--- src/rtl/liu_cfg_pkg.sv ---
/*
 Per-channel transmit and jitter attenuator configuration bank: register
 indices, field positions, reset values, timing counts and carrier structs.
 Assumes a 10 MHz system clock and APB with 32-bit data.
*/
package liu_cfg_pkg;
	localparam int NUM_CH = 9;
	localparam int IDX_W = 11;
	// Register indices; byte address is four times the index
	localparam logic [IDX_W-1:0] CH_STRIDE = 11'h040;
	localparam logic [IDX_W-1:0] CH0_BASE = 11'h7c0;
	localparam logic [5:0] IDX_TX_JA = 6'h02;
	localparam logic [5:0] IDX_RX_JA = 6'h03;
	localparam logic [5:0] IDX_TX_DRV = 6'h04;
	localparam logic [5:0] IDX_TX_SYS = 6'h05;
	localparam logic [5:0] IDX_WAVE = 6'h06;
	// Attenuator fields (shared by both directions)
	localparam int JA_LIMIT_BIT = 4;
	localparam int JA_EN_BIT = 3;
	localparam int JA_DEPTH_LSB = 1;
	localparam int JA_BW_BIT = 0;
	// Line driver fields
	localparam int DRV_OE_BIT = 6;
	localparam int DRV_OFF_BIT = 5;
	localparam int DRV_HIZ_OC_BIT = 4;
	localparam int DRV_SING_BIT = 3;
	localparam int DRV_TERM_LSB = 0;
	// System interface fields
	localparam int SYS_MF_LSB = 5;
	localparam int SYS_EDGE_BIT = 4;
	localparam int SYS_INV_BIT = 3;
	localparam int SYS_CODE_BIT = 2;
	localparam int SYS_MODE_LSB = 0;
	// Waveform fields
	localparam int WAVE_SEL_LSB = 0;
	localparam int WAVE_ARB_BIT = 3;
	// Reset values and writable masks
	localparam logic [7:0] TX_JA_RST = 8'h00;
	localparam logic [7:0] RX_JA_RST = 8'h00;
	localparam logic [7:0] TX_DRV_RST = 8'h00;
	localparam logic [7:0] TX_SYS_RST = 8'h01;
	localparam logic [7:0] WAVE_RST = 8'h02;
	localparam logic [7:0] JA_MASK = 8'h1f;
	localparam logic [7:0] DRV_MASK = 8'h7f;
	localparam logic [7:0] SYS_MASK = 8'hff;
	localparam logic [7:0] WAVE_MASK = 8'h0f;
	// Encodings
	localparam logic [1:0] MODE_SR_NRZ = 2'h0;
	localparam logic [1:0] MODE_DR_RZ = 2'h2;
	localparam logic [2:0] TERM_EXTERNAL = 3'h7;
	localparam logic [7:0] DEPTH_128 = 8'h80;
	localparam logic [7:0] DEPTH_64 = 8'h40;
	localparam logic [7:0] DEPTH_32 = 8'h20;
	localparam logic [8:0] NEAR_MARGIN = 9'h002;
	// Over-current hold-off before high impedance
	localparam int OC_HIZ_TIME_US = 1000;
	localparam int CLK_FREQ_KHZ = 10000;
	localparam int OC_HIZ_CYCLES = OC_HIZ_TIME_US * CLK_FREQ_KHZ / 1000;
	localparam int OC_CNT_W = 16;

	typedef struct packed {
		logic pattern_det;
		logic pattern_on_tx;
		logic system_all_ones;
		logic tx_overcurrent;
		logic tx_loss_of_signal;
		logic system_excess_zeros;
		logic system_bipolar_violation;
		logic system_loss_of_signal;
	} tx_ind_t;

	typedef struct packed {
		logic [7:0] rx_fill;
		logic [7:0] tx_fill;
	} fifo_lvl_t;

	typedef struct packed {
		logic rx_atten_en;
		logic [7:0] rx_atten_depth;
		logic rx_atten_bandwidth;
		logic rx_speed_up;
		logic rx_slow_down;
		logic tx_atten_en;
		logic [7:0] tx_atten_depth;
		logic tx_atten_bandwidth;
		logic tx_speed_up;
		logic tx_slow_down;
		logic tx_power_down;
		logic line_tip_oe;
		logic line_ring_oe;
		logic current_limit;
		logic tx_single_ended;
		logic [2:0] term_sel;
		logic ext_match;
		logic tx_clock_edge_sel;
		logic tx_data_polarity;
		logic line_code;
		logic [1:0] tx_system_if_mode;
		logic [3:0] waveform_template_sel;
		logic arb_wave_en;
		logic tx_multifunc_pin;
	} chan_ctrl_t;
endpackage

--- src/rtl/liu_tx_jitter_config_regs.sv ---
/*
 APB register bank with nine channel copies of the attenuator, line driver,
 system interface and waveform settings, and the per-channel control decode.
 Assumes synchronous status inputs and an APB master that holds requests.
*/
// Chosen here: the APB register port.
// Register map per channel block
// Index 2: transmit attenuator settings
// Index 3: receive attenuator settings
// Index 4: line driver settings
// Index 5: system interface settings
// Index 6: pulse template select
// Indices 0, 1 and 7..63 answer with an error
// Byte address is four times the index
// Channels one to eight sit at 0x40 index steps from zero
// Channel zero sits in its own block at index 0x7c0
// Anything above index 0x1ff outside that block is unmapped
//
// Bus behaviour
// Every access takes exactly one wait state
// Ready, error and read data are flops and stand one cycle
// Read data is zero outside the answering cycle
// Upper read data bits are always zero
// A write lands on the edge where ready is high
// A write with byte lane zero off completes and changes nothing
// Unmapped or misaligned writes change nothing
// Reserved bits are masked at the write and read back zero
// Trade-off: the wait state keeps the read path fully registered
//
// Reset
// External reset asserts at once and releases through two flops
// Every register returns to its documented default
// Control outputs read zero until the first edge after release
// Limitation: the bank is unusable for two edges after release
//
// Attenuator fields
// Bit 4 turns rate limiting on
// Bit 3 puts the attenuator in the path
// Bits 2..1 pick the FIFO depth
// Bit 0 picks the corner frequency
// Depth is handed over as a bit count, 128, 64 or 32
// Rate nudges need both the enable and limiting bits
// Speed up once fill plus margin reaches the depth
// Slow down once fill is at or below the margin
// Margin is two bits in both directions
// The transmit side reuses the receive encodings
// Hazard: fill levels are taken as already synchronous
//
// Line driver fields
// Bit 6 lets the driver leave high impedance
// Bit 5 powers the transmitter down
// Bit 4 allows the over-current trip to high impedance
// Bit 3 selects single-ended drive on the tip only
// Bits 2..0 pick the termination
// Power down always forces high impedance too
// Ring enable follows tip enable unless single-ended
// Current limiting is shown only while the tip drives
//
// Over-current timer
// One counter per channel counts edges of lasting over-current
// Any gap in the flag restarts the count
// The counter saturates so the trip cannot wrap away
// The trip drops the driver one edge after expiry
// With the trip bit clear the driver only limits current
// The count length is a parameter so tests can shorten it
// Limitation: the hold-off is counted in system clocks
//
// Termination
// Codes 0..3 are internal matching with a transformer
// Codes 4..6 are internal matching without one
// Code 7 flags external matching
// The analog side reads the raw code
//
// System interface fields
// Bits 7..5 pick the multifunction pin source
// Bit 4 picks the sampling edge
// Bit 3 inverts the data inputs
// Bit 2 picks the line code
// Bits 1..0 pick the interface mode
// The mode field resets to dual-rail NRZ
//
// Multifunction pin
// Active only in single-rail NRZ and dual-rail RZ
// Other modes hold the pin low
// Codes 0..4 work in both active modes
// Codes 5..7 work in dual-rail RZ only
// Reserved codes hold the pin low rather than float
// Code 0 needs the pattern detector on the transmit side
// The pin is a flop, one edge behind the status flags
//
// Waveform select
// Four bits pick a preset template
// Bit 3 hands over to the arbitrary waveform
// The field resets to the shortest T1 cable range
// The template table itself lives outside this bank
//
// Timing of control outputs
// Every control output comes straight from a flop
// A register write shows up one edge after it lands
// A status change shows up one edge after it is sampled
// Trade-off: one edge of latency buys glitch-free controls
//
// Scope
// No interrupt logic lives here
// No FIFO storage lives here
// No analog drive level control lives here
// Receive configuration other than the attenuator lives elsewhere
// Global registers in the 0x2xx and 0x3xx range live elsewhere
//
// Software notes
// Read back after write to confirm masked bits
// Enable the driver only after termination is set
// Set the attenuator depth before enabling it
// Changing depth while enabled may nudge the rate briefly
// Write the channel zero copy like any other channel
`timescale 1ns/100ps
`default_nettype none
module liu_tx_jitter_config_regs
	import liu_cfg_pkg::*;
#(
	parameter int OC_HIZ_CNT = OC_HIZ_CYCLES
)(
	input wire logic clk_in,
	input wire logic rst_b_in,
	input wire logic psel_in,
	input wire logic penable_in,
	input wire logic pwrite_in,
	input wire logic [12:0] paddr_in,
	input wire logic [31:0] pwdata_in,
	input wire logic [3:0] pstrb_in,
	output logic [31:0] prdata_out,
	output logic pready_out,
	output logic pslverr_out,
	input wire tx_ind_t [NUM_CH-1:0] ind_in,
	input wire fifo_lvl_t [NUM_CH-1:0] lvl_in,
	output wire chan_ctrl_t [NUM_CH-1:0] ctrl_out
);
	logic [1:0] rst_sync_r;
	logic rst_b;
	logic [7:0] tx_ja_r [NUM_CH];
	logic [7:0] rx_ja_r [NUM_CH];
	logic [7:0] tx_drv_r [NUM_CH];
	logic [7:0] tx_sys_r [NUM_CH];
	logic [7:0] wave_r [NUM_CH];
	chan_ctrl_t ctrl_r [NUM_CH];
	logic [IDX_W-1:0] idx;
	logic [3:0] ch;
	logic [5:0] slot;
	logic hit;
	logic [7:0] rd_byte;
	logic access;
	logic wr_commit;

	// Reset release through two flops
	always_ff @(posedge clk_in or negedge rst_b_in)
	begin
		if (!rst_b_in)
			rst_sync_r <= 2'h0;
		else
			rst_sync_r <= {rst_sync_r[0], 1'b1};
	end
	assign rst_b = rst_sync_r[1];

	// Address decode: channels 1..8 by stride, channel 0 in its own block
	always_comb
	begin
		idx = paddr_in[12:2];
		slot = idx[5:0];
		ch = 4'h0;
		hit = 1'b0;
		if (paddr_in[1:0] != 2'h0)
			hit = 1'b0;
		else if (idx[IDX_W-1:6] == CH0_BASE[IDX_W-1:6])
			hit = 1'b1;
		else if (idx[IDX_W-1:9] == 2'h0)
		begin
			ch = {1'b0, idx[8:6]} + 4'h1;
			hit = 1'b1;
		end
		if (!(slot >= IDX_TX_JA && slot <= IDX_WAVE))
			hit = 1'b0;
	end

	// Read mux over the selected copy
	always_comb
	begin
		rd_byte = 8'h00;
		if (!hit)
			rd_byte = 8'h00;
		else if (slot == IDX_TX_JA)
			rd_byte = tx_ja_r[ch];
		else if (slot == IDX_RX_JA)
			rd_byte = rx_ja_r[ch];
		else if (slot == IDX_TX_DRV)
			rd_byte = tx_drv_r[ch];
		else if (slot == IDX_TX_SYS)
			rd_byte = tx_sys_r[ch];
		else
			rd_byte = wave_r[ch];
	end

	// One wait state keeps every bus output registered
	assign access = psel_in & penable_in;
	assign wr_commit = access & pready_out & pwrite_in & hit & pstrb_in[0];

	always_ff @(posedge clk_in or negedge rst_b)
	begin
		if (!rst_b)
		begin
			pready_out <= 1'b0;
			pslverr_out <= 1'b0;
			prdata_out <= 32'h0000_0000;
		end
		else
		begin
			pready_out <= access & ~pready_out;
			pslverr_out <= access & ~pready_out & ~hit;
			prdata_out <= (access & ~pready_out & ~pwrite_in) ? {24'h000000, rd_byte}
				: 32'h0000_0000;
		end
	end

	genvar c;
	generate
		for (c = 0; c < NUM_CH; c++)
		begin : g_ch
			logic wr_here;
			logic [OC_CNT_W-1:0] oc_cnt_r;
			logic oc_expired;
			logic [7:0] rx_depth;
			logic [7:0] tx_depth;
			logic [2:0] mf_sel;
			logic [1:0] mode;
			logic mf_nxt;
			chan_ctrl_t ctrl_nxt;

			assign wr_here = wr_commit && (ch == 4'(c));

			// Software-written copies; reserved bits stay zero
			always_ff @(posedge clk_in or negedge rst_b)
			begin
				if (!rst_b)
				begin
					tx_ja_r[c] <= TX_JA_RST;
					rx_ja_r[c] <= RX_JA_RST;
					tx_drv_r[c] <= TX_DRV_RST;
					tx_sys_r[c] <= TX_SYS_RST;
					wave_r[c] <= WAVE_RST;
				end
				else if (wr_here)
				begin
					if (slot == IDX_TX_JA)
						tx_ja_r[c] <= pwdata_in[7:0] & JA_MASK;
					else if (slot == IDX_RX_JA)
						rx_ja_r[c] <= pwdata_in[7:0] & JA_MASK;
					else if (slot == IDX_TX_DRV)
						tx_drv_r[c] <= pwdata_in[7:0] & DRV_MASK;
					else if (slot == IDX_TX_SYS)
						tx_sys_r[c] <= pwdata_in[7:0] & SYS_MASK;
					else
						wave_r[c] <= pwdata_in[7:0] & WAVE_MASK;
				end
			end

			// Over-current timer; saturates so the hold-off never wraps
			always_ff @(posedge clk_in or negedge rst_b)
			begin
				if (!rst_b)
					oc_cnt_r <= '0;
				else if (!ind_in[c].tx_overcurrent)
					oc_cnt_r <= '0;
				else if (!oc_expired)
					oc_cnt_r <= oc_cnt_r + 1'b1;
			end
			assign oc_expired = (oc_cnt_r >= OC_CNT_W'(OC_HIZ_CNT));

			// Depth decode; transmit shares the receive encoding
			assign rx_depth = rx_ja_r[c][JA_DEPTH_LSB+1] ? DEPTH_32
				: (rx_ja_r[c][JA_DEPTH_LSB] ? DEPTH_64 : DEPTH_128);
			assign tx_depth = tx_ja_r[c][JA_DEPTH_LSB+1] ? DEPTH_32
				: (tx_ja_r[c][JA_DEPTH_LSB] ? DEPTH_64 : DEPTH_128);
			assign mf_sel = tx_sys_r[c][SYS_MF_LSB +: 3];
			assign mode = tx_sys_r[c][SYS_MODE_LSB +: 2];

			// Multifunction pin source, gated by interface mode
			always_comb
			begin
				mf_nxt = 1'b0;
				if (mode == MODE_SR_NRZ || mode == MODE_DR_RZ)
				begin
					case (mf_sel)
						3'h0: mf_nxt = ind_in[c].pattern_on_tx & ind_in[c].pattern_det;
						3'h1: mf_nxt = ind_in[c].system_all_ones;
						3'h2: mf_nxt = ind_in[c].tx_overcurrent;
						3'h3: mf_nxt = ind_in[c].tx_loss_of_signal;
						3'h4: mf_nxt = ind_in[c].system_excess_zeros;
						3'h5: mf_nxt = (mode == MODE_DR_RZ)
							& ind_in[c].system_bipolar_violation;
						3'h6: mf_nxt = (mode == MODE_DR_RZ) & (ind_in[c].system_excess_zeros
							| ind_in[c].system_bipolar_violation);
						default: mf_nxt = (mode == MODE_DR_RZ)
							& ind_in[c].system_loss_of_signal;
					endcase
				end
			end

			// Control decode for the channel's datapath
			always_comb
			begin
				ctrl_nxt = '0;
				ctrl_nxt.rx_atten_en = rx_ja_r[c][JA_EN_BIT];
				ctrl_nxt.rx_atten_depth = rx_depth;
				ctrl_nxt.rx_atten_bandwidth = rx_ja_r[c][JA_BW_BIT];
				ctrl_nxt.rx_speed_up = rx_ja_r[c][JA_EN_BIT] & rx_ja_r[c][JA_LIMIT_BIT]
					& (({1'b0, lvl_in[c].rx_fill} + NEAR_MARGIN) >= {1'b0, rx_depth});
				ctrl_nxt.rx_slow_down = rx_ja_r[c][JA_EN_BIT] & rx_ja_r[c][JA_LIMIT_BIT]
					& ({1'b0, lvl_in[c].rx_fill} <= NEAR_MARGIN);
				ctrl_nxt.tx_atten_en = tx_ja_r[c][JA_EN_BIT];
				ctrl_nxt.tx_atten_depth = tx_depth;
				ctrl_nxt.tx_atten_bandwidth = tx_ja_r[c][JA_BW_BIT];
				ctrl_nxt.tx_speed_up = tx_ja_r[c][JA_EN_BIT] & tx_ja_r[c][JA_LIMIT_BIT]
					& (({1'b0, lvl_in[c].tx_fill} + NEAR_MARGIN) >= {1'b0, tx_depth});
				ctrl_nxt.tx_slow_down = tx_ja_r[c][JA_EN_BIT] & tx_ja_r[c][JA_LIMIT_BIT]
					& ({1'b0, lvl_in[c].tx_fill} <= NEAR_MARGIN);
				ctrl_nxt.tx_power_down = tx_drv_r[c][DRV_OFF_BIT];
				// Drive only when enabled, powered and not tripped
				ctrl_nxt.line_tip_oe = tx_drv_r[c][DRV_OE_BIT] & ~tx_drv_r[c][DRV_OFF_BIT]
					& ~(tx_drv_r[c][DRV_HIZ_OC_BIT] & oc_expired);
				ctrl_nxt.line_ring_oe = ctrl_nxt.line_tip_oe & ~tx_drv_r[c][DRV_SING_BIT];
				ctrl_nxt.current_limit = ind_in[c].tx_overcurrent & ctrl_nxt.line_tip_oe;
				ctrl_nxt.tx_single_ended = tx_drv_r[c][DRV_SING_BIT];
				ctrl_nxt.term_sel = tx_drv_r[c][DRV_TERM_LSB +: 3];
				ctrl_nxt.ext_match = (tx_drv_r[c][DRV_TERM_LSB +: 3] == TERM_EXTERNAL);
				ctrl_nxt.tx_clock_edge_sel = tx_sys_r[c][SYS_EDGE_BIT];
				ctrl_nxt.tx_data_polarity = tx_sys_r[c][SYS_INV_BIT];
				ctrl_nxt.line_code = tx_sys_r[c][SYS_CODE_BIT];
				ctrl_nxt.tx_system_if_mode = mode;
				ctrl_nxt.waveform_template_sel = wave_r[c][WAVE_SEL_LSB +: 4];
				ctrl_nxt.arb_wave_en = wave_r[c][WAVE_ARB_BIT];
				ctrl_nxt.tx_multifunc_pin = mf_nxt;
			end

			// Registered so every control output comes from a flop
			always_ff @(posedge clk_in or negedge rst_b)
			begin
				if (!rst_b)
					ctrl_r[c] <= '0;
				else
					ctrl_r[c] <= ctrl_nxt;
			end
			assign ctrl_out[c] = ctrl_r[c];
		end
	endgenerate
endmodule // liu_tx_jitter_config_regs
`default_nettype wire

--- config.mk ---
export PLATFORM = sky130hd
export DESIGN_NAME = liu_tx_jitter_config_regs
export DESIGN_NICKNAME = d
export VERILOG_FILES = /design/src/rtl/liu_cfg_pkg.sv /design/src/rtl/liu_tx_jitter_config_regs.sv
export SDC_FILE = /design/constraint.sdc
export NUM_CORES = 1
export LEC_CHECK = 0
export ABC_AREA = 1
export BUFFER_PORTS_ARGS = -buffer_cell sky130_fd_sc_hd__buf_2
export CORE_ASPECT_RATIO = 0.5
export CORE_MARGIN = 2
export CORE_UTILIZATION = 35
export CTS_BUF_LIST = sky130_fd_sc_hd__clkbuf_4
export DETAILED_ROUTE_END_ITERATION = 8
export SKIP_LAST_GASP = 1
export SYNTH_ARGS = -nofsm -noshare
export SYNTH_HDL_FRONTEND = slang
export SYNTH_SLANG_ARGS = --single-unit
--- constraint.sdc ---
create_clock -name clk_in -period 35.6 [get_ports clk_in]
set_input_delay 0 -clock clk_in [delete_from_list [all_inputs] [get_ports clk_in]]
set_output_delay 0 -clock clk_in [all_outputs]
set_load 0.02 [all_outputs]
# Word-level counts from Yosys, hierarchy flattened
# Index checks and enable logic that the tools add are counted.
[totals] register_bits=813 in_bits=270 output_inout_bits=430 wordCells=816
[op_classes] add_sub_neg=28 n_lt_le_gt_ge=48 eq_ne=94 mux=100 n_bitwise=187 n_reduce_logical=85
[op_table] operator="two-way mux 8 bit" n=52
[op_table] operator="two-way mux 16 bit" n=18
[op_table] operator="adder 8 x 2 -> 9 bit, second input constant" n=18
[op_table] operator=">= comparator 9 x 8 -> 1 bit" n=18
[op_table] operator="binary-select mux 8 bit (select 4 bit)" n=5
[op_table] operator="adder 16 x 1 -> 16 bit, second input constant" n=9
[op_table] operator=">= comparator 16 x 14 -> 1 bit, second input constant" n=9
[op_table] operator="less-or-equal comparator 8 x 2 -> 1 bit, second input constant" n=18
[op_table] operator="AND 1 bit" n=143
[op_table] operator="equality test 3 bit, second input constant" n=36
[op_table] operator="AND reduction 5 bit" n=18
[op_table] operator="case mux 1 bit (7 select lines)" n=9
[op_table] operator="equality test 3 x 2 -> 1 bit, second input constant" n=18
[op_table] operator="AND reduction 4 bit" n=9
[op_table] operator="NOT 1 bit" n=34
[op_table] operator="equality test 3 x 1 -> 1 bit, second input constant" n=9
[op_table] operator="logical NOT 3 bit" n=9
[op_table] operator="AND reduction 3 bit" n=9
[op_table] operator="logical NOT 2 bit" n=10
[op_table] operator="equality test 2 bit, second input constant" n=9
[op_table] operator="!= test 2 bit, second input constant" n=9
[op_table] operator="AND reduction 2 bit" n=9
[op_table] operator="equality test 4 x 3 -> 1 bit, second input constant" n=4
[op_table] operator="two-way mux 1 bit" n=13
[op_table] operator="other kinds (17)" n=47

# Logic depth before layout (Yosys ltp)
# Gate-level depths: netlist (run 1).
[depth] ltp_word=14 mapped_depth=15

# Worst setup path before layout (run 1)
# OpenSTA, ideal clock, no wires.
[synth_path] path_kind="flip-flop to flip-flop" start="register pready_out" end="register tx_sys_r, in the netlist g_ch[1].mf_sel[0]" arrival_ns=1.729 t_required_ns=35.467 setup_slack_ns=33.737 stages_incl_launch_ff=9 synth_period_minus_slack_ns=1.863 cell_sequence="dfrtp_1 > nand3_1 > nor3_4 > nand2_1 > nor2_1 > nand2_1 > clkbuf_1 > nand2_1 > o21ai_0"
[synth_between] elab_chain_len=6
[synth_rtl] element="start, declared" line_no="liu_tx_jitter_config_regs.sv:132" source="output logic pready_out,"
[synth_rtl] element="start signal, assigned" line_no="liu_tx_jitter_config_regs.sv:216" source="pready_out <= access & ~pready_out;"
[synth_rtl] element="AND 1 bit (4 in a row)" line_no="liu_tx_jitter_config_regs.sv:204" source="assign wr_commit = access & pready_out & pwrite_in & hit & pstrb_in[0];"
[synth_rtl] element="logical AND 1 bit" line_no="liu_tx_jitter_config_regs.sv:237" source="assign wr_here = wr_commit && (ch == 4'(c));"
[synth_rtl] element="AND reduction 5 bit (no line)"
[synth_rtl] element="end signal, assigned by index" line_no="liu_tx_jitter_config_regs.sv:259" source="tx_sys_r[c] <= pwdata_in[7:0] & SYS_MASK;"
[synth_rtl] element="end, declared" line_no="liu_tx_jitter_config_regs.sv:143" source="logic [7:0] tx_sys_r [NUM_CH];"
# Every way passes these cells.
# A chain may end at the register's enable or synchronous reset.

# Worst setup path after layout (run 1)
[layout_path] start="register pready_out" end="register tx_sys_r, in the netlist g_ch[6].mf_sel[0]"
# Same word-level chain as after synthesis.

==> summary.md, run 1 <==
| Metric | Value |
|---|---|
| Status | complete, no violations |
| Final setup fails | 0 |
| Syn Inst Count | 4075 |
| Final Hold Fails | 0 |
| Routability cong. | just over 0.9 |
| Compound-Gate Fraction of Synth Area | 11.4% |
| PD cells | around 38 mW/mm^2 |
| Worst Hold Class | in -> reg |
| Critical Path Most Common Cell | nand2_1 |
| Largest family of logic cells by synthesized area | simple AND/OR/NAND/NOR gates |
| DIE HEIGHT | roughly 230 um |
| Slew headroom | approximately a quarter |
| Vias in the first global route | 30900 |
| Grt total ovfl | 0 |
| Leading area contributor after synthesis | dfrtp_1 |
| Crit-path max FO | 16 |
| Actual slew at the worst max-slew pin | 1130 ps |
| RSZ-0062 raised after global routing | false |
| Peak VDD IR | around 0.023 mV |
| Post-layout util | 44.9% |
| Row cnt | 81 |
| Fin. max-slew vios | 0 |
| ANT nets after route | 0 |
| Slack of the critical path | between 30000 and 40000 ps |
| Register area | about 0.018 mm^2 |
| Share of cells above drive strength 1 | roughly 17% |
| Core footprint | ~0.097 mm^2 |
| Drt first-iter violations | between 2000 and 3000 |
| Design area | approximately 0.044 mm^2 |
| Routed wire length | between 100000 and 150000 um |
| Cell Area, Synth | about 0.034 mm^2 |
| Post-Synth XOR/XNOR Area | under 10% |
| Top FF cell, synth | dfrtp_1 |
| Nets | 5436 |
| Sequential area share after synthesis | between 50 and 60% |
| Ys async rst share | 100% |
| Mux contribution to synthesized area | 0% |
| CTS tree | done |
| Dpl cell area | around 0.038 mm^2 |
| Sink Count | 714 |
| Die Width | 447 um |
| Mean Syn Cell Area | 8.42 um^2 |
| Area grow syn2layout | 27.5% |
| Initial Util | a little over a third |
| Num CTS Buffers | around 170 |
| DP Worst Slack | ~32000 ps |
| Die area | roughly 0.10 mm^2 |
| Top-count cell post-synth | nand2_1 |
| DRT Pass-1 Iters | 6 |
| Synth area leaders | dfrtp_1 51%, nand2_1 10%, o21ai_0 7.1% |
| # H-tree levels | 4 |
| CP max stage delay | 910 ps |
| Power, Total | 1.66 mW |
| Max-cap violations | 0 |
| Post-route DRC violation count | 0 |
| Startpoint types | flip-flop |
| Crit path time final | around 4000 ps |
| Register bit total from synthesis | 714 |
| Clk slew on worst S/H paths | approximately 70 ps |
| Max frequency | roughly 250 MHz |
| # IOs | 700 |
| Adder-Cell Fraction of Synth Area | 3.97% |
| Worst setup EP type | flip-flop |
| Most common library cells after synthesis | 937 x nand2_1, 696 x dfrtp_1, 566 x inv_1, 488 x o21ai_0, 285 x nor2_1 |
| Clock skew | between 40 and 50 ps |
| Final worst path period share | 11.2% |
| # Post-CTS Setup Buffers | 0 |
| Share of the synthesized area in the top cell type | between 50% and 60% |
| Vias | approximately 32000 |
| Yosys cell types | 48 |
| Worst path bufs/invs | 2 |
| First-pass GRT wire length | roughly 180000 um |
| Wire per inst | approximately 18 um |
| Crit path max-delay family | simple AND/OR/NAND/NOR gates |
| Maximum clock path buffer count | 3 |
| DP HPWL | a little over 80000 um |
| Fillers | approximately 9500 |
| P_leak | ~22 nW |
| Initial antenna violation count | 15 |
| Crit-path cells | nand3_1 -> dlygate4sd3_1 -> nor3_4 -> dlygate4sd3_1 -> nand2_1 -> nor2_1 -> nand2_1 -> nand2_1 -> o21ai_0 |
| Total track usage | a little under a quarter |
| Area of the multi-input gates | 0.0134 mm^2 |
| Post-Synth Simple-Gate Area | between 20% and 30% |
| Critical Path RT | ~36000 ps |
| Clk_lat worst skew | between 1000 and 1500 ps |
| Critical path class | reg -> reg |
| I/O Buffers | roughly 560 |
| Root Driver | clkbuf_4 |
| Crit path DAT | ~4900 ps |
| Largest net degree at the start of global routing | roughly 190 |
| Yosys warnings | 0 |
| Via density | about 4.9 |
| Post-Route Setup TNS | 0 ps |
| Slowest-stage cell, CP | dlygate4sd3_1 |
| EDFF count, synth | 0 |
==> stage by stage <==
stage,instances,hold WS [ps]
detailed placement,5877,-211
finish,6524,145
global placement,5877,-213
CTS,6515,0.676
global route,6522,142
floorplan,4188,-296
==> area by class of cell <==
cell class	count	share of cell area, %
clock buffers	241	4.14
diodes	9	0.0515
well taps	1328	3.80
inverters	572	4.91
clock inverters	64	0.961
multi-input cells	2676	30.7
repair buffers	920	14.5
flip-flops and latches	714	40.9
==> placed cells by master, fill, tap and decap left out, types with 95 or more instances in the layout <==
cell and n:
nor2_1 280, o21ai_0 488, nand3_1 155, nand2_1 937, inv_1 562, dfrtp_1 695
clkbuf_4 241, nor3_1 95, dlygate4sd3_1 333, ha_1 109, buf_2 558, a21oi_1 113
conb_1 115, nand4_1 120
==> worst register-to-register path, delay by kind of cell (launching register included) <==
| kind | cells | cell delay (ps) |
|---|---|---|
| AOI/OAI and AO/OA | 1 | 80 |
| buffers and inverters | 2 | 1510 |
| DFF | 1 | 400 |
| and+or+nand+nor | 6 | 1800 |
==> flip-flops by register name, indices dropped and copies added, names as in the netlist, 8 cells and up <==
register / count
ctrl_out: 297
g_ch.ctrl_nxt: 162
g_ch.mf_sel: 27
g_ch.oc_cnt_r: 144
prdata_out: 8
rx_ja_r: 27
tx_drv_r: 18
tx_ja_r: 27
==> where the power goes <==
part / total (mW) / internal, mW / switching, mW
Sequential: 0.817 / 0.814 / 0.00309
Clock: 0.708 / 0.357 / 0.351
Combinational: 0.135 / 0.0486 / 0.0860
Total: 1.66 / 1.22 / 0.440
==> cell families after synthesis <==
group,after synthesis
buffers and inverters,798
other,2
AO/OA/AOI/OAI,726
XOR/XNOR,77
AND/OR/NAND/NOR,1649
adder cells (fa/ha/maj),109
flip-flops,714
==> worst paths after layout <==
path / start / to / slack [ps] / cells past startpoint
setup / recovery: pready_out / g_ch[6].mf_sel[0] / 31620 / 9
hold / removal: lvl_in[46] / ctrl_out[121] / 150 / 9
setup reg to reg: pready_out / g_ch[6].mf_sel[0] / 31620 / 9
hold reg to reg: rst_sync_r[1] / ctrl_out[60] / 350 / 0
max in group asynchronous: rst_sync_r[1] / ctrl_out[191] / 32160 / 3
min in group asynchronous: rst_b_in / rst_sync_r[1] / 330 / 4
==> what timing repair did <==
action                                 in CTS  in global routing
gates resized for setup                     0                  0
endpoints found under the hold margin     471                  0
hold buffers                              333                  0
==> metal layers <==
metal  up-vias  wire [um]  track usage [%]  share of wire (%)
li1      15000          -                -                  -
met1     15300      47500             29.0                 41
met2      1207      53400             35.1                 46
met3       344       7990             4.89                6.9
met4         2       7290             15.0                6.3
met5         -         13                0              0.011
(Power assumes the default switching activity.)
==> run 2: changes to the inputs <==
Settings changed: ABC_AREA 1 to 0.
Clock period 35.6 ns to 3.88 ns, I/O delays scaled along.
==> summary.md, run 2 <==
| Metric | Value |
|---|---|
| Min Hold Slack | ~120 ps |
| Final setup fails | 0 |
| R2R depth | 9 |
| Terminus of the critical flop-to-flop path | g_ch[1].ctrl_nxt[43] |
| Clock skew | ~77 ps |
| Clk slew on worst S/H paths | ~70 ps |
| Fin. max-slew vios | 0 |
| Most common cell after layout, fill and taps aside | dfrtp_1 |
| Power, Total | 15.1 mW |
| WHS Path Cells | 6 |
| Crit path DAT | 4700 ps |
| Max frequency | approximately 270 MHz |
| Startpoint types | flip-flop |
| PD cells | roughly 350 mW/mm^2 |
| Initial antenna violation count | 7 |
| Worst Hold Class | in -> reg |
| # H-tree levels | 4 |
| EDFF count, synth | 0 |
| Sink Count | 714 |
| First-pass GRT wire length | about 160000 um |
| Cell Area, Synth | roughly 0.034 mm^2 |
| Vias | about 27000 |
| Register bit total from synthesis | between 700 and 800 |
| Grt total ovfl | 0 |
| RSZ-0062 raised after global routing | false |
| Largest net degree at the start of global routing | between 80 and 90 |
| Sequential area share after synthesis | 53.0% |
| Post-route DRC violation count | 0 |
| Slew headroom | between 10% and 20% |
| Area grow syn2layout | 29.2% |
| Maximum clock path buffer count | 3 |
| # IOs | 700 |
| Critical Path RT | 4830 ps |
| RR Startpoint | pready_out |
| Final std cells w/o fill | 5409 |
| Compound-Gate Fraction of Synth Area | about 7.7% |
| DP HPWL | 73100 um |
| Root Driver | clkbuf_4 |
| Largest register FFs | around 300 |
| Reg-to-reg slack, setup | between 100 and 150 ps |
| Dpl cells | ~4700 |
| Most frequent cells in the layout | 695 x dfrtp_1, 557 x buf_2, 375 x dlygate4sd3_1 |
| Routability cong. | between 0.8 and 0.9 |
| Peak VDD IR | 0.166 mV |
| Largest family of logic cells by synthesized area | simple AND/OR/NAND/NOR gates |
| Adder-Cell Fraction of Synth Area | under 10% |
| Row cnt | 80 |
| Ys async rst share | 100% |
| Initial Util | between 30% and 40% |
| Status | complete, no violations |
| Most common library cells after synthesis | 696 x dfrtp_1, 289 x mux2_2, 184 x nand2_1, 135 x nor2_1, 124 x a21oi_1 |
| Vias in the first global route | approximately 28000 |
| Syn Inst Count | 2977 |
| Mux contribution to synthesized area | 11.9% |
| Top FF cell, synth | dfrtp_1 |
| Wire per inst | 19.9 um |
| Crit path time final | about 3800 ps |
| Post-Synth XOR/XNOR Area | 3.81% |
| Num CTS Buffers | between 150 and 200 |
| Total track usage | approximately a fifth |
| Synth area leaders | dfrtp_1 52%, mux2_2 9.6%, ha_1 4.0% |
| Final worst path period share | 96.8% |
| Final Hold Fails | 0 |
| Max-cap violations | 0 |
| I/O Buffers | 558 |
| ANT nets after route | 0 |
| DIE HEIGHT | between 200 and 250 um |
| Post-Synth Simple-Gate Area | between 10% and 20% |
| Post-layout util | 45.7% |
| Worst setup EP type | flip-flop |
| CTS tree | done |
| Via density | 5.06 |
| Min-Delay Endpoint | ctrl_out[373] |
| Share of the synthesized area in the top cell type | about half |
| Top-count cell post-synth | dfrtp_1 |
| Clk_lat worst skew | around 1100 ps |
| Leading area contributor after synthesis | dfrtp_1 |
| Share of cells above drive strength 1 | between 20% and 30% |
| Critical path class | reg -> reg |
| P_leak | 22.1 nW |
| Nets | 4387 |
| Origin of the worst min-delay path | lvl_in[134] |
| Yosys cell types | 76 |
| Die area | roughly 0.099 mm^2 |
| Yosys warnings | 0 |
| Core footprint | 0.0955 mm^2 |
| Crit-path max FO | 6 |
| Die Width | approximately 440 um |
| DRT Pass-1 Iters | 6 |
| Drt first-iter violations | 1800 |
| Routed wire length | 108000 um |
| Mean Syn Cell Area | 11.3 um^2 |
| Actual slew at the worst max-slew pin | approximately 1200 ps |
-- run 2: cell count changes after synthesis, moves of 90 or more --
cell / delta
mux2_2: +289
inv_1: -455
nand2_1: -753
nand4_1: -90
and2_1: +118
nor2_1: -150
o21ai_0: -415
-- run 2: area by class of cell --
type | instances | area, um^2
Timing Repair Buffer | 968 | 6940
Multi-Input combinational cell | 2043 | 14600
Antenna cell | 7 | 17.5
Inverter | 111 | 417
Tap cell | 1271 | 1590
Sequential cell | 714 | 17900
Clock inverter | 48 | 294
Clock buffer | 247 | 1850
Fill cell | 8869 | 51900
-- run 2: metrics by stage --
step | area (um^2) | worst slack [ps] | TNS (ps)
5_1_grt | 43600 | 32.0 | 0
4_1_cts | 43600 | 118 | 0
2_1_floorplan | 34200 | -3010 | -2106970
6_report | 43600 | 124 | 0
3_3_place_gp | 37700 | 492 | 0
3_5_place_dp | 37700 | 483 | 0
-- run 2: critical path, cell delays in order (launching register included) --
cell and delay (ps):
dfrtp_1 360, nand3_1 70, dlygate4sd3_1 570, nor4_2 170, dlygate4sd3_1 720, nand2_1 120, nor2_1 300, dlygate4sd3_1 730
nand3_1 240, mux2_2 350
-- run 2: where the power goes --
| group | internal (mW) | switching (mW) |
|---|---|---|
| Combinational | 0.510 | 0.773 |
| Clock | 3.12 | 3.16 |
| Sequential | 7.47 | 0.0420 |
-- run 2: logic make-up (layout without fill, tap and decap cells) --
logic type	count (synthesis)	count (layout)
XOR/XNOR	147	147
adder cells (fa/ha/maj)	109	109
AO/OA/AOI/OAI	404	404
multiplexers	344	344
flip-flops	714	714
buffers and inverters	333	1374
AND/OR/NAND/NOR	924	924
other	2	122
-- run 2: how the worst max path moves through the flow --
stage	startpoint	slack, ps	end	depth (start not counted)
global route	pready_out	30	g_ch[4].mf_sel[2]	8
global placement	paddr_in[8]	490	tx_drv_r[12]	9
floorplan	rst_sync_r[1]	-3010	ctrl_out[0]	0
detailed placement	paddr_in[8]	480	g_ch[7].ctrl_nxt[19]	9
finish	pready_out	120	g_ch[1].ctrl_nxt[43]	9
CTS	pready_out	120	g_ch[8].mf_sel[2]	9
-- run 2: routing by layer --
| metal | routed length (um) | part of all wire, % | up-vias | global-route usage, % |
|---|---|---|---|---|
| met3 | 4830 | 4.5 | 319 | 3.48 |
| li1 | - | - | 12400 | - |
| met4 | 6010 | 5.6 | 0 | 13.0 |
| met1 | 42300 | 39 | 13800 | 24.8 |
| met5 | 0 | 0 | - | 0 |
| met2 | 54400 | 51 | 883 | 37.1 |
-- run 2: repair_timing --
item,in CTS,in global routing
setup buffers,0,0
endpoints found under the setup margin,0,1
endpoints found under the hold margin,471,0
gates resized for setup,0,1
hold buffers,375,0
